## config.mk

```make
export PLATFORM = sky130hd
export DESIGN_NAME = scclc_clock_loop
export DESIGN_NICKNAME = d
export VERILOG_FILES = /design/src/hw/scclc_pkg.sv /design/src/hw/scclc_clock_loop.sv
export VERILOG_INCLUDE_DIRS = /design/src /design/src/hw
export SDC_FILE = /design/constraint.sdc
export NUM_CORES = 1
export LEC_CHECK = 0
export BUFFER_PORTS_ARGS = -buffer_cell sky130_fd_sc_hd__buf_2
export CAP_MARGIN = 40
export CELL_PAD_IN_SITES_DETAIL_PLACEMENT = 0
export CELL_PAD_IN_SITES_GLOBAL_PLACEMENT = 2
export CORE_UTILIZATION = 30
export CTS_BUF_LIST = sky130_fd_sc_hd__clkbuf_8
export DETAILED_ROUTE_END_ITERATION = 8
export PLACE_DENSITY_LB_ADDON = 0.3
export SYNTH_ARGS = -nofsm -noshare
export SYNTH_HDL_FRONTEND = slang
export SYNTH_SLANG_ARGS = --single-unit
```

## constraint.sdc

```tcl
create_clock -name core_clk -period 2.1 [get_ports core_clk]
set_clock_uncertainty 0.2 [all_clocks]
set_input_delay 0.525 -clock core_clk [delete_from_list [all_inputs] [get_ports core_clk]]
set_output_delay 0.525 -clock core_clk [all_outputs]
set_load 0.01 [all_outputs]
```

## src/hw/scclc_defs.svh

```systemverilog
// Offsets, bit positions, reset values and counts for the clock and loop control
`ifndef SCCLC_DEFS_SVH
`define SCCLC_DEFS_SVH
// ==========================================
// Register byte offsets
`define SCCLC_OFS_LINE 5'h00
`define SCCLC_OFS_ROUTE 5'h04
`define SCCLC_OFS_BDLO 5'h08
`define SCCLC_OFS_BDHI 5'h0C
`define SCCLC_OFS_MISC 5'h10
`define SCCLC_OFS_MODE 5'h14
`define SCCLC_OFS_STAT 5'h18
`define SCCLC_OFS_CMD 5'h1C
// ==========================================
// Line control bit positions
`define SCCLC_B_SHORT 0
`define SCCLC_B_LOOP 1
`define SCCLC_B_ABORT 2
`define SCCLC_B_MARK 3
`define SCCLC_B_POLL 4
// Misc control, mode and command bits
`define SCCLC_B_BDEN 0
`define SCCLC_B_BDSRC 1
`define SCCLC_B_FM 2
`define SCCLC_B_BRK 3
`define SCCLC_B_CHRST 0
`define SCCLC_B_EOMCLR 0
// ==========================================
// Reset values and codes
`define SCCLC_RST_ROUTE 8'h28
`define SCCLC_SRC_PRI 2'h0
`define SCCLC_SRC_BIDIR 2'h1
`define SCCLC_SRC_BAUD 2'h2
`define SCCLC_SRC_REC 2'h3
`define SCCLC_RESP_OK 2'h0
`define SCCLC_RESP_ERR 2'h2
// ==========================================
// Counts
`define SCCLC_CLOSE_BITS 5'h10
`define SCCLC_EN_COUNTS 2'h2
`define SCCLC_SYNC6 5'h06
`define SCCLC_SYNC8 5'h08
`define SCCLC_SYNC12 5'h0C
`define SCCLC_SYNC16 5'h10
`endif

```

## src/hw/scclc_pkg.sv

```systemverilog
// Types shared by the clock and loop control block
package scclc_pkg;
	// ==========================================
	// Framing modes
	typedef enum logic [1:0] {
		SCCLC_ASYNC = 2'h0,
		SCCLC_MONO = 2'h1,
		SCCLC_BISYNC = 2'h2,
		SCCLC_BITSYNC = 2'h3
	} scclc_mode_t;
	// Loop states, Gray along search, on-loop, leaving
	typedef enum logic [1:0] {
		SCCLC_LP_IDLE = 2'h0,
		SCCLC_LP_SEARCH = 2'h1,
		SCCLC_LP_ON = 2'h3,
		SCCLC_LP_LEAVE = 2'h2
	} scclc_loop_t;
	// Closing sequence after an underrun
	typedef enum logic [1:0] {
		SCCLC_CL_CRC = 2'h0,
		SCCLC_CL_ABORT = 2'h1,
		SCCLC_CL_MARKS = 2'h2
	} scclc_close_t;
	// Clock routing control fields
	typedef struct packed {
		logic xtal;
		logic [1:0] rxSrc;
		logic [1:0] txSrc;
		logic pinOe;
		logic [1:0] pinSrc;
	} scclc_route_t;
	// Sync character lengths
	typedef struct packed {
		logic [4:0] rxLen;
		logic [4:0] txLen;
	} scclc_sync_t;
endpackage

```

## src/hw/scclc_clock_loop.sv

```systemverilog
// Serial channel clock routing, loop, underrun and baud generator control
// Functional notes
// - underrun sends abort+flag if selected, else CRC
// - closing start sets status; end signals buffer empty
// - abort plus mark idle sends continuous ones
// - abort select ignored in loop; reset clears
// - go on-loop after poll enable and end-of-poll
// - loop disabled on-loop leaves at next end-of-poll
// - char loop holds marking until sync, then transmits
// - loop for 6/8/16 sync, ignored async, reset
// - short sync in mono gives six-bit sync
// - short sync bisync: receive 12, transmit 16
// - crystal enables oscillator, forces sync zero
// - receive clock four-way source, reset bidirectional pin
// - transmit clock same encoding, reset bidirectional pin
// - FM transmit recovered clock lags ninety degrees
// - bidirectional pin output only when enabled, unused
// - pin output source four-way, reset oscillator
// - oscillator echo without crystal drives pin high
// - new divisor used at next reload only
// - count down to zero, reload cycle, toggle
// - disable immediate, enable after two counts
// - mark idle sends ones after closing flag
//
// Decided for this implementation: the register offsets and the AXI4-Lite register port.
`timescale 1ns/1ps
`include "scclc_defs.svh"
module scclc_clock_loop #(
	parameter int ADDR_W = 5 // AXI address width
) (
	input wire logic core_clk, // Core clock
	input wire logic srst, // Hardware reset
	input wire logic [ADDR_W-1:0] s_axi_awaddr, // Write address
	input wire logic s_axi_awvalid, // Write address valid
	output logic s_axi_awready, // Write address ready
	input wire logic [31:0] s_axi_wdata, // Write data
	input wire logic [3:0] s_axi_wstrb, // Write strobes
	input wire logic s_axi_wvalid, // Write data valid
	output logic s_axi_wready, // Write data ready
	output logic [1:0] s_axi_bresp, // Write response
	output logic s_axi_bvalid, // Write response valid
	input wire logic s_axi_bready, // Write response ready
	input wire logic [ADDR_W-1:0] s_axi_araddr, // Read address
	input wire logic s_axi_arvalid, // Read address valid
	output logic s_axi_arready, // Read address ready
	output logic [31:0] s_axi_rdata, // Read data
	output logic [1:0] s_axi_rresp, // Read response
	output logic s_axi_rvalid, // Read data valid
	input wire logic s_axi_rready, // Read data ready
	input wire logic primaryClkPin, // Primary clock pin
	input wire logic xtalOscIn, // Crystal amplifier output
	input wire logic syncPinIn, // Sync pin
	input wire logic bidirClkIn, // Bidirectional clock pin in
	output logic bidirClkOut, // Bidirectional clock pin out
	output logic bidirClkOe, // Bidirectional clock pin drive
	input wire logic [1:0] recPhase, // Recovered clock phase count
	input wire logic txUnderrun, // Transmit underrun pulse
	input wire logic txCharEnd, // Transmit char boundary pulse
	input wire logic closeFlagDone, // Closing flag sent pulse
	input wire logic syncSeen, // Sync character received pulse
	input wire logic endOfPoll, // End-of-poll received pulse
	output logic xtalEnable, // Crystal oscillator on
	output logic syncInternal, // Internal sync signal
	output logic rxClk, // Selected receive clock
	output logic txClk, // Selected transmit clock
	output logic baudOut, // Baud generator output
	output scclc_pkg::scclc_close_t txCloseSel, // Closing kind
	output logic txCloseBusy, // Closing sequence running
	output logic txIdleMarks, // Idle with ones, not flags
	output logic underrunEom, // Underrun/end-of-message status
	output logic extStatusEvt, // External/status event pulse
	output logic txEmptyEvt, // Transmit buffer empty pulse
	output logic onLoop, // Channel on-loop
	output logic loopBypass, // Receive data passed straight
	output logic txLoopEnable, // Transmitter released in loop
	output logic txMarkHold, // Hold transmit data marking
	output logic txBreak, // Break on transmit data
	output scclc_pkg::scclc_sync_t syncLen // Sync lengths
);
	import scclc_pkg::*;
	// ==========================================
	// Register file
	logic [4:0] lineCtl;
	scclc_route_t route;
	logic [7:0] bdLo;
	logic [7:0] bdHi;
	logic [1:0] miscCtl;
	logic [3:0] modeCfg;
	scclc_mode_t mode;
	scclc_loop_t loopSt;
	logic chanRst;
	logic eomClr;
	logic awHeld;
	logic wHeld;
	logic [ADDR_W-1:0] awAddr;
	logic [31:0] wData;
	logic wLane;
	logic doWrite;
	// Decodes a mapped register offset
	function automatic logic isMapped(input logic [ADDR_W-1:0] a);
		logic m;
		m = 1'b0;
		if (a == `SCCLC_OFS_LINE) begin
			m = 1'b1;
		end else if (a == `SCCLC_OFS_ROUTE) begin
			m = 1'b1;
		end else if (a == `SCCLC_OFS_BDLO) begin
			m = 1'b1;
		end else if (a == `SCCLC_OFS_BDHI) begin
			m = 1'b1;
		end else if (a == `SCCLC_OFS_MISC) begin
			m = 1'b1;
		end else if (a == `SCCLC_OFS_MODE) begin
			m = 1'b1;
		end else if (a == `SCCLC_OFS_STAT) begin
			m = 1'b1;
		end else if (a == `SCCLC_OFS_CMD) begin
			m = 1'b1;
		end
		return m;
	endfunction
	assign mode = scclc_mode_t'(modeCfg[1:0]);
	assign doWrite = awHeld && wHeld && !s_axi_bvalid;
	// Write address and data taken in either order
	always_ff @(posedge core_clk) begin
		if (srst) begin
			awHeld <= 1'b0;
			wHeld <= 1'b0;
			awAddr <= '0;
			wData <= '0;
			wLane <= 1'b0;
			s_axi_bvalid <= 1'b0;
			s_axi_bresp <= `SCCLC_RESP_OK;
		end else begin
			if (s_axi_awvalid && s_axi_awready) begin
				awHeld <= 1'b1;
				awAddr <= s_axi_awaddr;
			end
			if (s_axi_wvalid && s_axi_wready) begin
				wHeld <= 1'b1;
				wData <= s_axi_wdata;
				wLane <= s_axi_wstrb[0];
			end
			if (doWrite) begin
				awHeld <= 1'b0;
				wHeld <= 1'b0;
				s_axi_bvalid <= 1'b1;
				s_axi_bresp <= isMapped(awAddr) ? `SCCLC_RESP_OK : `SCCLC_RESP_ERR;
			end else if (s_axi_bready) begin
				s_axi_bvalid <= 1'b0;
			end
		end
	end
	// Ready flags for the two write channels
	always_ff @(posedge core_clk) begin
		if (srst) begin
			s_axi_awready <= 1'b0;
			s_axi_wready <= 1'b0;
		end else begin
			s_axi_awready <= !awHeld && !(s_axi_awvalid && s_axi_awready);
			s_axi_wready <= !wHeld && !(s_axi_wvalid && s_axi_wready);
		end
	end
	// Control registers; channel reset clears line control
	always_ff @(posedge core_clk) begin
		if (srst) begin
			lineCtl <= '0;
			route <= scclc_route_t'(`SCCLC_RST_ROUTE);
			bdLo <= '0;
			bdHi <= '0;
			miscCtl <= '0;
			modeCfg <= '0;
		end else if (chanRst) begin
			lineCtl <= '0;
		end else if (doWrite && wLane) begin
			if (awAddr == `SCCLC_OFS_LINE) begin
				lineCtl <= wData[4:0];
			end else if (awAddr == `SCCLC_OFS_ROUTE) begin
				route <= scclc_route_t'(wData[7:0]);
			end else if (awAddr == `SCCLC_OFS_BDLO) begin
				bdLo <= wData[7:0];
			end else if (awAddr == `SCCLC_OFS_BDHI) begin
				bdHi <= wData[7:0];
			end else if (awAddr == `SCCLC_OFS_MISC) begin
				miscCtl <= wData[1:0];
			end else if (awAddr == `SCCLC_OFS_MODE) begin
				modeCfg <= wData[3:0];
			end
		end
	end
	// Command strobes: channel reset and status clear
	always_ff @(posedge core_clk) begin
		if (srst) begin
			chanRst <= 1'b0;
			eomClr <= 1'b0;
		end else begin
			chanRst <= doWrite && wLane && awAddr == `SCCLC_OFS_CMD
				&& wData[`SCCLC_B_CHRST];
			eomClr <= doWrite && wLane && awAddr == `SCCLC_OFS_STAT
				&& wData[`SCCLC_B_EOMCLR];
		end
	end
	// Read channel
	always_ff @(posedge core_clk) begin
		if (srst) begin
			s_axi_arready <= 1'b0;
			s_axi_rvalid <= 1'b0;
			s_axi_rdata <= '0;
			s_axi_rresp <= `SCCLC_RESP_OK;
		end else begin
			s_axi_arready <= !s_axi_rvalid && !(s_axi_arvalid && s_axi_arready);
			if (s_axi_arvalid && s_axi_arready) begin
				s_axi_rvalid <= 1'b1;
				s_axi_rresp <= isMapped(s_axi_araddr) ? `SCCLC_RESP_OK : `SCCLC_RESP_ERR;
				s_axi_rdata <= '0;
				if (s_axi_araddr == `SCCLC_OFS_LINE) begin
					s_axi_rdata[4:0] <= lineCtl;
				end else if (s_axi_araddr == `SCCLC_OFS_ROUTE) begin
					s_axi_rdata[7:0] <= route;
				end else if (s_axi_araddr == `SCCLC_OFS_BDLO) begin
					s_axi_rdata[7:0] <= bdLo;
				end else if (s_axi_araddr == `SCCLC_OFS_BDHI) begin
					s_axi_rdata[7:0] <= bdHi;
				end else if (s_axi_araddr == `SCCLC_OFS_MISC) begin
					s_axi_rdata[1:0] <= miscCtl;
				end else if (s_axi_araddr == `SCCLC_OFS_MODE) begin
					s_axi_rdata[3:0] <= modeCfg;
				end else if (s_axi_araddr == `SCCLC_OFS_STAT) begin
					s_axi_rdata[5:0] <= {loopSt, txLoopEnable, txCloseBusy, onLoop, underrunEom};
				end
			end else if (s_axi_rready) begin
				s_axi_rvalid <= 1'b0;
			end
		end
	end
	// ==========================================
	// Pin synchronisers and edge finders
	localparam int NPIN = 6;
	logic [NPIN-1:0] pinRaw;
	logic [NPIN-1:0] pinMeta;
	logic [NPIN-1:0] pinSync;
	logic [NPIN-1:0] pinLast;
	assign pinRaw = {syncPinIn, xtalOscIn, recPhase, bidirClkIn, primaryClkPin};
	genvar gi;
	generate
		for (gi = 0; gi < NPIN; gi++) begin : g_sync
			// Two stages, then a history stage for edges
			always_ff @(posedge core_clk) begin
				if (srst) begin
					pinMeta[gi] <= 1'b0;
					pinSync[gi] <= 1'b0;
					pinLast[gi] <= 1'b0;
				end else begin
					pinMeta[gi] <= pinRaw[gi];
					pinSync[gi] <= pinMeta[gi];
					pinLast[gi] <= pinSync[gi];
				end
			end
		end
	endgenerate
	// ==========================================
	// Clock source selection
	logic priSrc;
	logic priPrev;
	logic recRx;
	logic recTx;
	logic next_rxClk;
	logic next_txClk;
	logic next_pinOut;
	logic next_pinOe;
	// Crystal replaces the primary pin as source; recovered tx lags in FM
	always_comb begin
		priSrc = route.xtal ? pinSync[4] : pinSync[0];
		priPrev = route.xtal ? pinLast[4] : pinLast[0];
		recRx = pinSync[3];
		recTx = modeCfg[`SCCLC_B_FM] ? !(pinSync[3] ^ pinSync[2]) : recRx;
	end
	// Selects a clock by the shared four-way code
	function automatic logic pickClk(input logic [1:0] s, input logic p,
		input logic b, input logic g, input logic r);
		logic c;
		c = p;
		case (s)
			`SCCLC_SRC_BIDIR: c = b;
			`SCCLC_SRC_BAUD: c = g;
			`SCCLC_SRC_REC: c = r;
			default: c = p;
		endcase
		return c;
	endfunction
	// Receive, transmit and pin source muxes
	always_comb begin
		next_rxClk = pickClk(route.rxSrc, priSrc, pinSync[1], baudOut, recRx);
		next_txClk = pickClk(route.txSrc, priSrc, pinSync[1], baudOut, recTx);
		next_pinOe = route.pinOe && route.rxSrc != `SCCLC_SRC_BIDIR
			&& route.txSrc != `SCCLC_SRC_BIDIR;
		next_pinOut = pickClk(route.pinSrc, route.xtal ? pinSync[4] : 1'b1,
			next_txClk, baudOut, recRx);
	end
	// Clock outputs and crystal control
	always_ff @(posedge core_clk) begin
		if (srst) begin
			rxClk <= 1'b0;
			txClk <= 1'b0;
			bidirClkOut <= 1'b0;
			bidirClkOe <= 1'b0;
			xtalEnable <= 1'b0;
			syncInternal <= 1'b0;
		end else begin
			rxClk <= next_rxClk;
			txClk <= next_txClk;
			bidirClkOut <= next_pinOe ? next_pinOut : 1'b0;
			bidirClkOe <= next_pinOe;
			xtalEnable <= route.xtal;
			syncInternal <= route.xtal ? 1'b0 : pinSync[5];
		end
	end
	// ==========================================
	// Baud rate generator
	logic [15:0] baudCnt;
	logic baudReload;
	logic [1:0] enCnt;
	logic baudTick;
	logic baudRun;
	assign baudTick = miscCtl[`SCCLC_B_BDSRC] || (priSrc && !priPrev);
	assign baudRun = miscCtl[`SCCLC_B_BDEN] && enCnt == `SCCLC_EN_COUNTS;
	// Enable shows after two source counts, disable at once
	always_ff @(posedge core_clk) begin
		if (srst || !miscCtl[`SCCLC_B_BDEN]) begin
			enCnt <= '0;
		end else if (baudTick && enCnt != `SCCLC_EN_COUNTS) begin
			enCnt <= enCnt + 2'h1;
		end
	end
	// Down counter, reload cycle, toggle stage
	always_ff @(posedge core_clk) begin
		if (srst) begin
			baudCnt <= '0;
			baudReload <= 1'b1;
			baudOut <= 1'b0;
		end else if (baudRun && baudTick) begin
			if (baudReload) begin
				baudCnt <= {bdHi, bdLo};
				baudReload <= 1'b0;
			end else if (baudCnt == 16'h0000) begin
				baudOut <= !baudOut;
				baudReload <= 1'b1;
			end else begin
				baudCnt <= baudCnt - 16'h0001;
			end
		end
	end
	// ==========================================
	// Underrun closing sequence
	logic txEdge;
	logic [4:0] closeCnt;
	logic closeStart;
	logic loopActive;
	assign txEdge = next_txClk && !txClk;
	assign loopActive = loopSt != SCCLC_LP_IDLE;
	assign closeStart = txUnderrun && mode == SCCLC_BITSYNC && !txCloseBusy;
	// Picks and times the 16-bit closing sequence
	always_ff @(posedge core_clk) begin
		if (srst) begin
			txCloseSel <= SCCLC_CL_CRC;
			txCloseBusy <= 1'b0;
			closeCnt <= '0;
			txEmptyEvt <= 1'b0;
			extStatusEvt <= 1'b0;
		end else begin
			txEmptyEvt <= 1'b0;
			extStatusEvt <= closeStart;
			if (closeStart) begin
				txCloseBusy <= 1'b1;
				closeCnt <= '0;
				if (loopActive || !lineCtl[`SCCLC_B_ABORT]) begin
					txCloseSel <= SCCLC_CL_CRC;
				end else if (lineCtl[`SCCLC_B_MARK]) begin
					txCloseSel <= SCCLC_CL_MARKS;
				end else begin
					txCloseSel <= SCCLC_CL_ABORT;
				end
			end else if (txCloseBusy && txEdge) begin
				closeCnt <= closeCnt + 5'h01;
				if (closeCnt == `SCCLC_CLOSE_BITS - 5'h01) begin
					txCloseBusy <= 1'b0;
					txEmptyEvt <= 1'b1;
				end
			end
		end
	end
	// Sticky status, set wins over clear
	always_ff @(posedge core_clk) begin
		if (srst || chanRst) begin
			underrunEom <= 1'b0;
		end else if (closeStart) begin
			underrunEom <= 1'b1;
		end else if (eomClr) begin
			underrunEom <= 1'b0;
		end
	end
	// Idle after a closing flag: ones or flags
	always_ff @(posedge core_clk) begin
		if (srst || chanRst) begin
			txIdleMarks <= 1'b0;
		end else if (closeFlagDone) begin
			txIdleMarks <= lineCtl[`SCCLC_B_MARK] && !loopActive;
		end
	end
	// ==========================================
	// Loop mode control
	logic loopEn;
	logic charPend;
	assign loopEn = lineCtl[`SCCLC_B_LOOP] && mode != SCCLC_ASYNC;
	// Loop state machine
	always_ff @(posedge core_clk) begin
		if (srst || chanRst) begin
			loopSt <= SCCLC_LP_IDLE;
			charPend <= 1'b0;
		end else begin
			case (loopSt)
				SCCLC_LP_IDLE: begin
					if (loopEn) begin
						loopSt <= SCCLC_LP_SEARCH;
					end
				end
				SCCLC_LP_SEARCH: begin
					if (!loopEn) begin
						loopSt <= SCCLC_LP_IDLE;
					end else if (mode == SCCLC_BITSYNC) begin
						if (lineCtl[`SCCLC_B_POLL] && endOfPoll) begin
							loopSt <= SCCLC_LP_ON;
						end
					end else if (charPend && txCharEnd) begin
						loopSt <= SCCLC_LP_ON;
						charPend <= 1'b0;
					end else if (syncSeen && lineCtl[`SCCLC_B_POLL]) begin
						charPend <= 1'b1;
					end
				end
				SCCLC_LP_ON: begin
					if (!loopEn) begin
						loopSt <= mode == SCCLC_BITSYNC ? SCCLC_LP_LEAVE : SCCLC_LP_IDLE;
					end
				end
				default: begin
					if (endOfPoll) begin
						loopSt <= SCCLC_LP_IDLE;
					end
				end
			endcase
		end
	end
	// Loop outputs
	always_ff @(posedge core_clk) begin
		if (srst) begin
			onLoop <= 1'b0;
			loopBypass <= 1'b0;
			txLoopEnable <= 1'b0;
			txMarkHold <= 1'b0;
			txBreak <= 1'b0;
		end else begin
			onLoop <= loopSt == SCCLC_LP_ON || loopSt == SCCLC_LP_LEAVE;
			loopBypass <= loopSt == SCCLC_LP_SEARCH && mode == SCCLC_BITSYNC;
			txLoopEnable <= loopSt == SCCLC_LP_ON || loopSt == SCCLC_LP_LEAVE;
			txMarkHold <= loopSt == SCCLC_LP_SEARCH && mode != SCCLC_BITSYNC
				&& !modeCfg[`SCCLC_B_BRK];
			txBreak <= modeCfg[`SCCLC_B_BRK] && loopSt != SCCLC_LP_ON;
		end
	end
	// ==========================================
	// Sync character lengths
	always_ff @(posedge core_clk) begin
		if (srst) begin
			syncLen <= '{rxLen: `SCCLC_SYNC8, txLen: `SCCLC_SYNC8};
		end else if (mode == SCCLC_BISYNC) begin
			syncLen.rxLen <= lineCtl[`SCCLC_B_SHORT] ? `SCCLC_SYNC12 : `SCCLC_SYNC16;
			syncLen.txLen <= `SCCLC_SYNC16;
		end else begin
			syncLen.rxLen <= lineCtl[`SCCLC_B_SHORT] && mode == SCCLC_MONO
				? `SCCLC_SYNC6 : `SCCLC_SYNC8;
			syncLen.txLen <= lineCtl[`SCCLC_B_SHORT] && mode == SCCLC_MONO
				? `SCCLC_SYNC6 : `SCCLC_SYNC8;
		end
	end
endmodule

```

==> results list, run 1 <==
* Run status: finished, final reports clean
- The first global-routing pass estimated 26000 µm of wire.
- Top_reg_cell synth: dfxtp_1
* Placeable Area: 19600 µm²
- Endpoint type of the worst setup path: flop
- In this run the worst path has a maximum fanout of 6.
- Clk root buf: clkbuf_8
* Fraction of post-synthesis cell area in the top cell type by area: 44.1%
- R2R cell count: 9
- Global-route total usage across every layer: 16.7%
* Number of standard cells after synthesis: 688
- By instance count, the leading cell after synthesis is dfxtp_1.
* Non-filler cells in the finished layout: 1076
- Die Footprint: 20700 µm²
- The number of max-slew violations in the final report was 0.
- Clock sink count: 133
- After synthesis, the most frequently instantiated cells are dfxtp_1 (133), nor2_1 (76), nand2_1 (70).
* Unrepaired setup endpoints after global routing: yes
- Final-layout worst hold slack: 0.0835 ns
- For this run, the top clock speed supported by timing is 486 MHz.
- FF+latch count, synth: 133
- After clock tree synthesis, the clock-pin slew on the worst setup and hold paths is 0.08 ns.
* Number of levels in the clock H-tree: 4
- The endpoint identified for the worst register-to-register timing path is baudCnt[2]$_SDFFE_PP0P_.
* Initial Utilization: 30.8%
- 134 I/O pins were placed.
- Number of enable-type register cells in the synthesized netlist: 0
* Number of nets in the final layout: 868
- Entering global routing, the biggest net connects 32 pins.
* Detail Route Antenna Nets: 0
* Half-perimeter wire length after placement: 12400 µm
- The clock reaches the later pin of the worst-skew pair after 0.45 ns.
* Filler cell count in the final layout: 2057
- Cell row count: 51
- After detailed routing, the number of remaining DRC violations is 0.
- Async set-reset flop share out of synthesis: 0%
- TritonCTS built the clock tree.
- Routed Wire Length: 16600 µm
- Number of iterations in the first detailed-routing pass: 4
* Data required time at the worst endpoint: 2.24 ns
- For this run the aggregate overflow at the end of global routing stands at 0.
* Pleak: 3.05 nW
- Horiz. Die Dim: 144 µm
* Power density cells: 681 nW/µm²
* Cell types with the largest area share after synthesis: dfxtp_1 (44%), mux2i_1 (7.3%), nor2_1 (4.7%)
- Post-synth top area cell: dfxtp_1
* Critical path data arrival time: 2.19 ns
- Launching instance or port of the critical path: route[7]$_SDFFE_PP0P_
- The number of antenna violations at the first check in global routing came to 0.
* CTS Hold Bufs: 0
- Setup total negative slack: 0 ns
- The multi-input combinational cells in the finished layout cover a total of 3120 µm².
- Tightest Hold Check Type: in2reg
- For this run, the number of Yosys warnings is 0.
- Global placement routability congestion: 0.815
- Synthesis instantiated 68 different standard cells from the library.
- Fin. Hold Viols: 0
- Antenna cell count: 0
* Fraction of layout instances using a drive strength above 1: 24.8%
- The critical path is of the reg2reg type.
* Die H: 144 µm
- Number of violations reported at the end of detailed-routing iteration 0: 242
* Crit path time final: 2.06 ns
- Cell total after placement: 1036
* Relative max-transition margin: 64.2%
- Setup violations remaining at the end of the flow were counted as 0.
- Sequential cell area: 2670 µm²
* Via count of the first global-routing pass: 4959
- Portion of the clock cycle consumed by the worst path in the final layout: 98.0%
* Number of buffers added by the clock tree synthesis step: 17
* Start of the worst register-to-register path: route[7]$_SDFFE_PP0P_
- The tool flagged a number of max-cap violations equal to 0.
- Buffers placed on the I/O ports in this run total 78.
- Avg WL per Cell: 15.4 µm
- The share of the Yosys chip area taken by registers is 44.1%.
- Compared with the post-synthesis result, the final layout area differs by 22.9%.
* Critical path launch point type: flop
* Cell area after technology mapping: 6040 µm²
- At the pin with the least slew margin, the transition time is 0.536 ns.
- End point of the critical path: baudCnt[2]$_SDFFE_PP0P_
- Peak VDD IR: 384 µV
- For flop-to-flop paths, the worst setup slack is 0.04 ns.
* Maximum buffer depth of the clock tree: 2
* Post-Syn Area per Cell: 8.78 µm²
- For this block, the via count after detailed routing is 5159.
- Dividing the detail-routed via count by the number of cells gives 4.79.
==> routing by layer <==
metal  global-route usage [%]  up-vias  share of wire (%)
met5                        0        -                  0
met4                     5.99        0                1.4
met3                     3.17       18                4.5
met2                     26.2      131                 46
met1                     22.6     2455                 49
li1                         -     2555                  -
==> through the flow <==
step	utilization [%]	total power [W]	setup WS (ns)	instance area, µm²
6_report	37.9	0.00506	0.0413	7420
2_1_floorplan	-	0.00286	0.000466	6140
3_3_place_gp	34.9	0.00295	-0.0943	6830
3_5_place_dp	34.9	0.00295	-0.103	6830
5_1_grt	37.9	0.00527	-0.0273	7420
4_1_cts	37.3	0.00513	0.00456	7310
==> cell families (layout without fill, tap and decap cells) <==
kind of cell | count (synthesis) | after routing | synth area share (%)
flops | 133 | 133 | 44.1
xor+xnor | 4 | 4 | 0.580
fa+ha+maj | 6 | 6 | 1.20
buf+inv | 86 | 182 | 7.58
simple gates | 279 | 279 | 23.1
other cells | 1 | 28 | 0.0621
mux | 53 | 53 | 9.57
compound gates | 126 | 126 | 13.8
==> final cells by class <==
cell class	count	share of cell area, %
multi-input cells	496	42.0
flip-flops and latches	133	35.9
repair buffers	132	11.4
well taps	265	4.47
clock buffers	19	3.52
clock inverters	12	1.75
inverters	19	0.961
==> power breakdown <==
part	switching, W	total, W	internal [W]
combinational	0.000180	0.000297	0.000116
sequential	0.0000401	0.00260	0.00256
clock	0.00105	0.00216	0.00111
total	0.00127	0.00506	0.00379
==> worst min-delay path by stage <==
stage	slack, ns	endpoint	cells after the start	from
floorplan	0.21	pinSync[0]$_SDFF_PP0_	1	pinMeta[0]$_SDFF_PP0_
global placement	0.22	pinSync[4]$_SDFF_PP0_	1	pinMeta[4]$_SDFF_PP0_
detailed placement	0.22	pinSync[4]$_SDFF_PP0_	1	pinMeta[4]$_SDFF_PP0_
CTS	0.05	pinMeta[4]$_SDFF_PP0_	2	xtalOscIn
global route	0.07	pinMeta[0]$_SDFF_PP0_	2	primaryClkPin
finish	0.08	pinMeta[4]$_SDFF_PP0_	2	xtalOscIn
==> worst max-delay path, stage by stage (launching register included) <==
cell      delay [ns]
dfxtp_2         0.34
buf_6           0.12
and3b_2         0.23
o311ai_4        0.34
buf_12          0.17
buf_6           0.10
a21oi_4         0.04
buf_6           0.14
a32oi_1         0.18
a31oi_1         0.09
==> what timing repair did <==
action / 4_1_cts / 5_1_grt
endpoints found under the setup margin: 6 / 9
gates resized for setup: 10 / 16
pin swaps: 2 / 9
hold endpoints to repair: 0 / 0
setup buffers: 5 / 4
==> flip-flops by register name, summed over array words and instances, names as in the netlist, 4 cells and up <==
name and flops:
awAddr 5, baudCnt 16, bdHi 8, bdLo 8
closeCnt 5, lineCtl 5, modeCfg 4, pinMeta 6
pinSync 5, route 8, s_axi_rdata 8, syncLen 6
wData 8
==> placed cells by master, fill, tap and decap left out, types with 4 or more instances in the layout <==
cell type,count
dfxtp_1,130
buf_2,77
nor2_1,76
nand2_1,70
a21oi_1,47
buf_4,47
mux2i_1,44
conb_1,28
nor2b_1,25
o21ai_0,21
nor3_1,20
inv_1,19
nand3_1,19
clkbuf_8,19
nand2b_1,13
a31oi_1,11
a211oi_1,7
and2_1,6
or3_1,6
nand4_1,6
buf_6,6
and3_1,5
mux2_2,5
nor4_1,5
ha_1,5
a22oi_1,4
nor3b_1,4
clkinv_2,4
Note: power is estimated with default switching activity, not from simulation.
==> run 2, diff against run 1 <==
- ABC_AREA: default -> 1
- CORE_UTILIZATION: 30 -> 28
==> results list, run 2 <==
* Post-synth top area cell: dfxtp_1
* Commonest cells after routing, fill and taps aside: nand2_1 (169), dfxtp_1 (133), nor2_1 (114), inv_1 (91), a21oi_1 (86)
* Unrepaired setup endpoints after global routing: no
- The setup-violating endpoint count in the final report came to 0 (unchanged).
* Setup total negative slack: 0 ns (unchanged)
* Number of slew-limit violations in the final report: 0 (unchanged)
- The count of antenna diodes in the layout was 0 (unchanged).
- Io pins: 134 (unchanged)
- Slack of the worst reg-to-reg path: 0.29 ns (+0.25 ns)
* Power density cells: 747 nW/µm² (+9.7%)
- Cell area after technology mapping: 6160 µm² (+2.0%)
* Total via count after detailed routing: 5428 (+5.2%)
* CP Buf/Inv Count: 1 (-3)
- Fin. Hold Viols: 0 (unchanged)
- Detail Route Antenna Nets: 0 (unchanged)
- The largest fanout on the critical path was 4 (-2).
* Number of nets in the final layout: 1015 (+17%)
- Data required time at the worst endpoint: 1.37 ns (-0.87 ns)
- The setup path with the least slack is of type reg2out.
* Max Fclk: 548 MHz (+13%)
- The area enclosed by the die boundary was 22600 µm² (+9.2%).
- The share of the yosys chip area belonging to registers is 43.2% (-0.88 points).
- Ranked by flip-flop count, first place goes to baudCnt.
* Pleak: 3.17 nW (+3.9%)
- In this run the critical register-to-register path is launched from baudCnt[1]$_SDFFE_PP0P_.
- The buffer count from post-CTS setup fixing was 0 (-5).
- Longest individual stage delay on the worst path: 0.47 ns (+0.13 ns)
* Initial Utilization: 28.9% (-1.9 points)
- Leading cell type in the layout, fill and taps excluded: nand2_1
- The gate count of the mapped netlist was 864 (+26%).
- The largest net degree at the start of global routing came to 60 (+88%).
* Capturing point of the worst reg2reg path: baudCnt[14]$_SDFFE_PP0P_
- The mean area per synthesized cell is 7.13 µm² (-19%).
- The number of input and output port buffers inserted is 78 (unchanged).
- Layout-stage area growth over the synthesis result: 16.7%
- The peak supply drop was 364 µV (-5.3%).
- The proportion of netlist area held by the largest area contributor was 43.2% (-0.88 points).
- Post-cts gate resize count: 0 (-10)
* Max-cap check violation count: 0 (unchanged)
- R2R cell count: 12 (+3)
- Cell types with the largest area share after synthesis: dfxtp_1 (43%), nand2_1 (10%), a21oi_1 (7.0%)
- Slowest library cell on the worst path: dfxtp_1
* Count leader, synth: nand2_1
- Maximum buffer depth of the clock tree: 2 (unchanged)
- Tightest Hold Check Type: in2reg
- In this run the worst setup path terminates at txCloseBusy.
- Clock tree from TritonCTS: done
- Endpoint type of the worst setup path: primary output
* Number of violations reported at the end of detailed-routing iteration 0: 268 (+11%)
- Horiz. Die Dim: 150 µm (+4.5%)
- Number of enable-type register cells in the synthesized netlist: 0 (unchanged)
* Filler cell count in the final layout: 2364 (+15%)
- The share of the core filled with cells is 33.8% (-4.1 points).
- The via count of the first global-routing pass is 5041 (+1.7%).
* Run status: finished, final reports clean
- The headroom to the max-slew limit came to 60.8% (-3.4 points).
- The H-tree depth reported by CTS came to 4 (unchanged).
* Skew-Pair Late Insertion Delay: 0.45 ns (about the same)
- Tracing the worst setup path back leads to its startpoint at txCloseBusy$_SDFFE_PP0P_.
- STA classifies the critical path startpoint as a flop.
- The number of flip-flops in the largest register is 16 (unchanged).
- The via density per instance was 4.40 (-8.3%).
- The total routing usage reported by global routing was 16.2% (-0.51 points).
* FF+latch count, synth: 133 (unchanged)
- The HPWL reported at the end of detailed placement is 13100 µm (+5.9%).
* Portion of the clock cycle consumed by the worst path in the final layout: 86.9% (-11 points)
* Most numerous cell types in the synthesized netlist: nand2_1 (169), dfxtp_1 (133), nor2_1 (114)
* Cell row count: 53 (+3.9%)
- The routability congestion estimate from global placement was 0.794 (-2.6%).
- The final routed wire length divided by cell count came to 14.3 µm (-7.5%).
- Number of antenna violations at the first check in global routing: 0 (unchanged)
* Post-synth cell types: 41 (-40%)
- The number of clock buffers inserted by TritonCTS was 17 (unchanged).
- The most used flip-flop cell after synthesis is dfxtp_1.
- The total wire length was 17600 µm (+6.1%).
- Final global-route overflow total: 0 (unchanged)
- Least-Margin Pin Slew: 0.585 ns (+0.0496 ns)
- Top delay family on crit path: flip-flops
- Die H: 150 µm (+4.5%)
* Clock sink count: 133 (unchanged)
- The endpoint arrival time on the critical path is 1.10 ns (-1.09 ns).
* Fraction of layout instances using a drive strength above 1: 17.6% (-7.2 points)
- CTS placed an instance of clkbuf_8 at the clock tree root.
- Crit path time final: 1.82 ns (-0.234 ns)
* Number of iterations in the first detailed-routing pass: 5 (+1)
- The fraction of registers with async set or reset after synthesis is 0% (unchanged).
* Total number of yosys warnings: 0 (unchanged)
* Drt drc: 0 (unchanged)
- The CTS clock-pin slew for the worst setup and hold paths is 0.08 ns (about the same).
- CTS Hold Bufs: 0 (unchanged)
- The critical path goes through buf_2.
* Global-route wire length before repair: 27400 µm (+5.5%)
- WP depth: 1 (-8)
- Placeable Area: 21300 µm² (+8.7%)
[run 2: layout make-up]
type | instances | area [µm²] | share of cell area [%]
clock buffers | 18 | 248 | 3.45
clock inverters | 14 | 159 | 2.21
inverters | 99 | 377 | 5.24
multi-input cells | 602 | 2860 | 39.8
flip-flops and latches | 133 | 2660 | 37.0
well taps | 275 | 344 | 4.79
repair buffers | 93 | 541 | 7.52
[run 2: worst min path at each step]
stage | from | end | slack, ns | depth (start not counted)
after detailed placement | pinMeta[2]$_SDFF_PP0_ | pinSync[2]$_SDFF_PP0_ | 0.19 | 2
after global routing | closeFlagDone | txIdleMarks$_SDFFE_PP0P_ | 0.03 | 2
after global placement | pinMeta[2]$_SDFF_PP0_ | pinSync[2]$_SDFF_PP0_ | 0.19 | 2
final | closeFlagDone | txIdleMarks$_SDFFE_PP0P_ | 0.06 | 2
after floorplan | pinMeta[0]$_SDFF_PP0_ | pinSync[0]$_SDFF_PP0_ | 0.19 | 2
after CTS | closeFlagDone | txIdleMarks$_SDFFE_PP0P_ | 0.03 | 2
[run 2: logic make-up after synthesis]
group           after synthesis  share of synthesized area, %
fa+ha+maj                     5                          1.02
buf+inv                     156                          12.0
simple gates                392                          28.3
other cells                   1                        0.0609
xor+xnor                      4                         0.569
compound gates              173                          14.8
flops                       133                          43.2
[run 2: routing by layer]
layer / global-route usage (%) / up-vias / part of all wire (%)
met2: 24.9 / 113 / 44
li1: - / 2889 / -
met4: 4.09 / 0 / 0.74
met1: 22.7 / 2417 / 51
met3: 3.52 / 9 / 4.5
met5: 0 / - / 0
[run 2: power breakdown]
part,internal [W],leakage [nW],switching [W],total (W)
Combinational,0.000159,1.87,0.000309,0.000468
Clock,0.00120,0.218,0.00104,0.00224
Sequential,0.00260,1.08,0.0000689,0.00267
Total,0.00395,3.17,0.00142,0.00537
[run 2: metrics by stage]
stage / instances / instance area (µm²) / setup slack, ns / hold slack, ns / total power, W
after floorplan: 891 / 6260 / 0.461 / 0.188 / 0.00306
after global placement: 1202 / 6780 / 0.139 / 0.191 / 0.00320
after detailed placement: 1202 / 6780 / 0.147 / 0.192 / 0.00320
after CTS: 1234 / 7190 / 0.226 / 0.0303 / 0.00546
after global routing: 1234 / 7190 / 0.0876 / 0.0299 / 0.00565
final: 1234 / 7190 / 0.276 / 0.0604 / 0.00537
==> run 3, diff against run 2 <==
- CORE_UTILIZATION: 28 -> 31
- HOLD_SLACK_MARGIN: default -> 0.08
- clock period: 2.1 -> 1.8 ns (I/O delays scaled with it)
==> results list, run 3 (same netlist as run 2, synthesis figures left out) <==
- Run status: finished, final reports clean
- Ranked by flip-flop count, first place goes to baudCnt.
- Longest individual stage delay on the worst path: 0.43 ns (-0.04 ns)
* Final global-route overflow total: 0 (unchanged)
* Placeable Area: 19500 µm² (-8.6%)
- The final routed wire length divided by cell count is 14.1 µm (-1.1%).
- R2R cell count: 8 (-4)
- Number of buffers added by the clock tree synthesis step: 17 (unchanged)
* Worst path cell trace: buf_2
- The number of hold violations in the final report was 0 (unchanged).
- Leading cell type in the layout, fill and taps excluded: nand2_1
- Hold Path Origin: s_axi_wdata[7]
- Number of nets in the final layout: 1062 (+4.6%)
- The worst setup path is captured at a primary output.
- The worst hold path terminates at wData[7]$_SDFFE_PP0P_.
- The count of boundary I/O pins is 134 (unchanged).
- Largest net degree at the start of global routing: 41 (-32%)
- Peak VDD IR: 465 µV (+28%)
- The number of flip-flops in the largest register was 16 (unchanged).
- The proportion of layout cells with a drive suffix above 1 came to 22.2% (+4.5 points).
- Cell total after placement: 1215 (+1.1%)
* Portion of the clock cycle consumed by the worst path in the final layout: 94.4%
- Skew-Pair Late Insertion Delay: 0.45 ns (about the same)
* Global-route wire length before repair: 28200 µm (+2.6%)
- Data required time at the worst endpoint: 1.15 ns (-0.22 ns)
* Global placement routability congestion: 0.809 (+1.9%)
- Detail Route Antenna Nets: 0 (unchanged)
- The area enclosed by the die boundary was 20400 µm² (-9.6%).
- Slack of the worst reg-to-reg path: 0.11 ns (-0.18 ns)
- Share of the core filled with cells: 39.6% (+5.8 points)
- The overall power consumption came to 0.00623 W (+16%).
- The number of max-slew violations in the final report was 0 (unchanged).
* Initial Utilization: 31.7% (+2.7 points)
- Derived from the worst setup path, the maximum achievable clock frequency is 588 MHz.
- Sw Share: 27.0% (+0.61 points)
* Number of levels in the clock H-tree: 4 (unchanged)
* Drt drc: 0 (unchanged)
- Total via count after detailed routing: 5705 (+5.1%)
- Capturing point of the worst reg2reg path: bdLo[4]$_SDFFE_PP0P_
- The y dimension of the die is 143 µm (-4.9%).
* Antenna cell count: 0 (unchanged)
- Top delay family on crit path: flip-flops
- The via count of the first global-routing pass is 5250 (+4.1%).
* Number of instances on the worst hold path: 3 (+1)
- Setup total negative slack: 0 ns (unchanged)
- Vias per inst: 4.49 (+2.0%)
- Proportion of power drawn by the clock network: 40.5% (-1.2 points)
- Start of the worst register-to-register path: awAddr[1]$_SDFFE_PP0P_
* Maximum net fanout on the critical path: 3 (-1)
- Maximum buffer depth of the clock tree: 2 (unchanged)
- The leakage power figure was 3.42 nW (+7.8%).
* Crit path time final: 1.70 ns
- The clock sink count came to 133 (unchanged).
* Slowest library cell on the worst path: dfxtp_1
- Layout-stage area growth over the synthesis result: 25.2%
* Number of antenna violations at the first check in global routing: 0 (unchanged)
* Critical path launch point type: flop
- TritonCTS built the clock tree.
- Number of violations reported at the end of detailed-routing iteration 0: 231 (-14%)
- Type of the setup path with the least slack: reg2out
- The total routing usage reported by global routing was 18.3% (+2.1 points).
* Horiz. Die Dim: 143 µm (-4.9%)
- Clock-pin slew on the worst setup and hold paths: 0.08 ns (about the same)
- The total wire length is 18000 µm (+1.9%).
- Half-perimeter wire length after placement: 13100 µm (+0.42%)
- Final-layout worst hold slack: 0.115 ns (+0.0543 ns)
- CP Buf/Inv Count: 1 (unchanged)
* Part of the total power dissipated in combinational logic: 9.5% (+0.8 points)
- The tree is rooted in a clkbuf_8.
* Internal Pwr Total: 0.00455 W (+15%)
- Part of the total power dissipated in sequential elements: 49.9% (+0.3 points)
- The first-pass detailed-route iteration total came to 4 (-1).
* Commonest cells after routing, fill and taps aside: nand2_1 (164), dfxtp_1 (127), nor2_1 (107), inv_1 (88), a21oi_1 (86)
- Max-cap check violation count: 0 (unchanged)
- The total power density per cell area is 808 nW/µm² (+8.1%).
* Switching power: 0.00168 W (+19%)
* # setup viols final: 0 (unchanged)
* Tightest Hold Check Type: in2reg
- Critical path data arrival time: 1.05 ns (-0.05 ns)
- The row count came to 51 (-3.8%).
* Non-filler cells in the finished layout: 1271 (+3.0%)
- Input/output buffers: 78 (unchanged)
-- run 3: changes by cell type in the layout (fill, tap and decap cells not counted), sizes merged --
| cell | previous run | this run |
|---|---|---|
| buf | 93 | 123 |
| clkinvlp | 0 | 2 |
| inv | 99 | 97 |
| bufinv | 3 | 2 |
| clkbuf | 18 | 21 |
| dlygate4sd3 | 0 | 15 |
-- run 3: routing by layer --
layer | GRT usage, % | up-vias | part of all wire (%) | wire length (µm)
met2 | 28.6 | 116 | 45 | 8060
met5 | 0 | - | 0 | 0
met4 | 4.64 | 0 | 0.99 | 177
met1 | 25.3 | 2583 | 50 | 8980
met3 | 4.19 | 12 | 4.1 | 742
li1 | - | 2994 | - | -
-- run 3: what timing repair did --
action	in CTS	in global routing
pin swaps	1	9
resized for setup	1	31
cloned	0	2
endpoints found under the hold margin	15	0
hold buffers	15	0
setup buffers	0	7
setup endpoints to repair	4	37
-- run 3: final cells by class --
type | instances | area [µm²]
fill | 2121 | 11800
multi-input combinational | 602 | 2930
sequential | 133 | 2670
timing repair buffer | 140 | 1000
inverter | 99 | 377
tap | 265 | 332
clock buffer | 19 | 262
clock inverter | 13 | 134
-- run 3: power by group through the flow --
stage          Clock (W)  Combinational (W)  Sequential, W
2_1_floorplan          0           0.000406        0.00317
3_3_place_gp           0           0.000569        0.00318
3_5_place_dp           0           0.000565        0.00318
4_1_cts          0.00261           0.000592        0.00311
5_1_grt          0.00273           0.000676        0.00313
6_report         0.00252           0.000593        0.00311
-- run 3: worst max-delay path by stage --
| stage | start | end | slack, ns | depth (start not counted) |
|---|---|---|---|---|
| 4_1_cts | baudCnt[1]$_SDFFE_PP0P_ | baudCnt[4]$_SDFFE_PP0P_ | 0.006 | 12 |
| 3_5_place_dp | s_axi_araddr[1] | s_axi_rdata[5]$_SDFFE_PP0P_ | -0.02 | 9 |
| 3_3_place_gp | s_axi_araddr[1] | s_axi_rdata[5]$_SDFFE_PP0P_ | -0.03 | 9 |
| 6_report | underrunEom$_SDFFE_PP0P_ | underrunEom | 0.10 | 1 |
| 5_1_grt | wHeld$_SDFFE_PP0P_ | route[7]$_SDFFE_PP0P_ | -0.02 | 10 |
| 2_1_floorplan | baudCnt[0]$_SDFFE_PP0P_ | baudCnt[7]$_SDFFE_PP0P_ | 0.21 | 10 |
-- run 3: worst register-to-register path, delay by kind of cell (launching register included) --
| kind | cells | cell delay (ns) |
|---|---|---|
| flops | 1 | 0.34 |
| compound gates | 2 | 0.14 |
| simple gates | 5 | 0.79 |
| buf+inv | 1 | 0.16 |
-- run 3: metrics by stage --
step           setup WS [ns]  area (µm²)
2_1_floorplan          0.205        6260
3_3_place_gp         -0.0252        6970
3_5_place_dp         -0.0187        6970
4_1_cts              0.00573        7520
5_1_grt              -0.0183        7710
6_report               0.100        7710
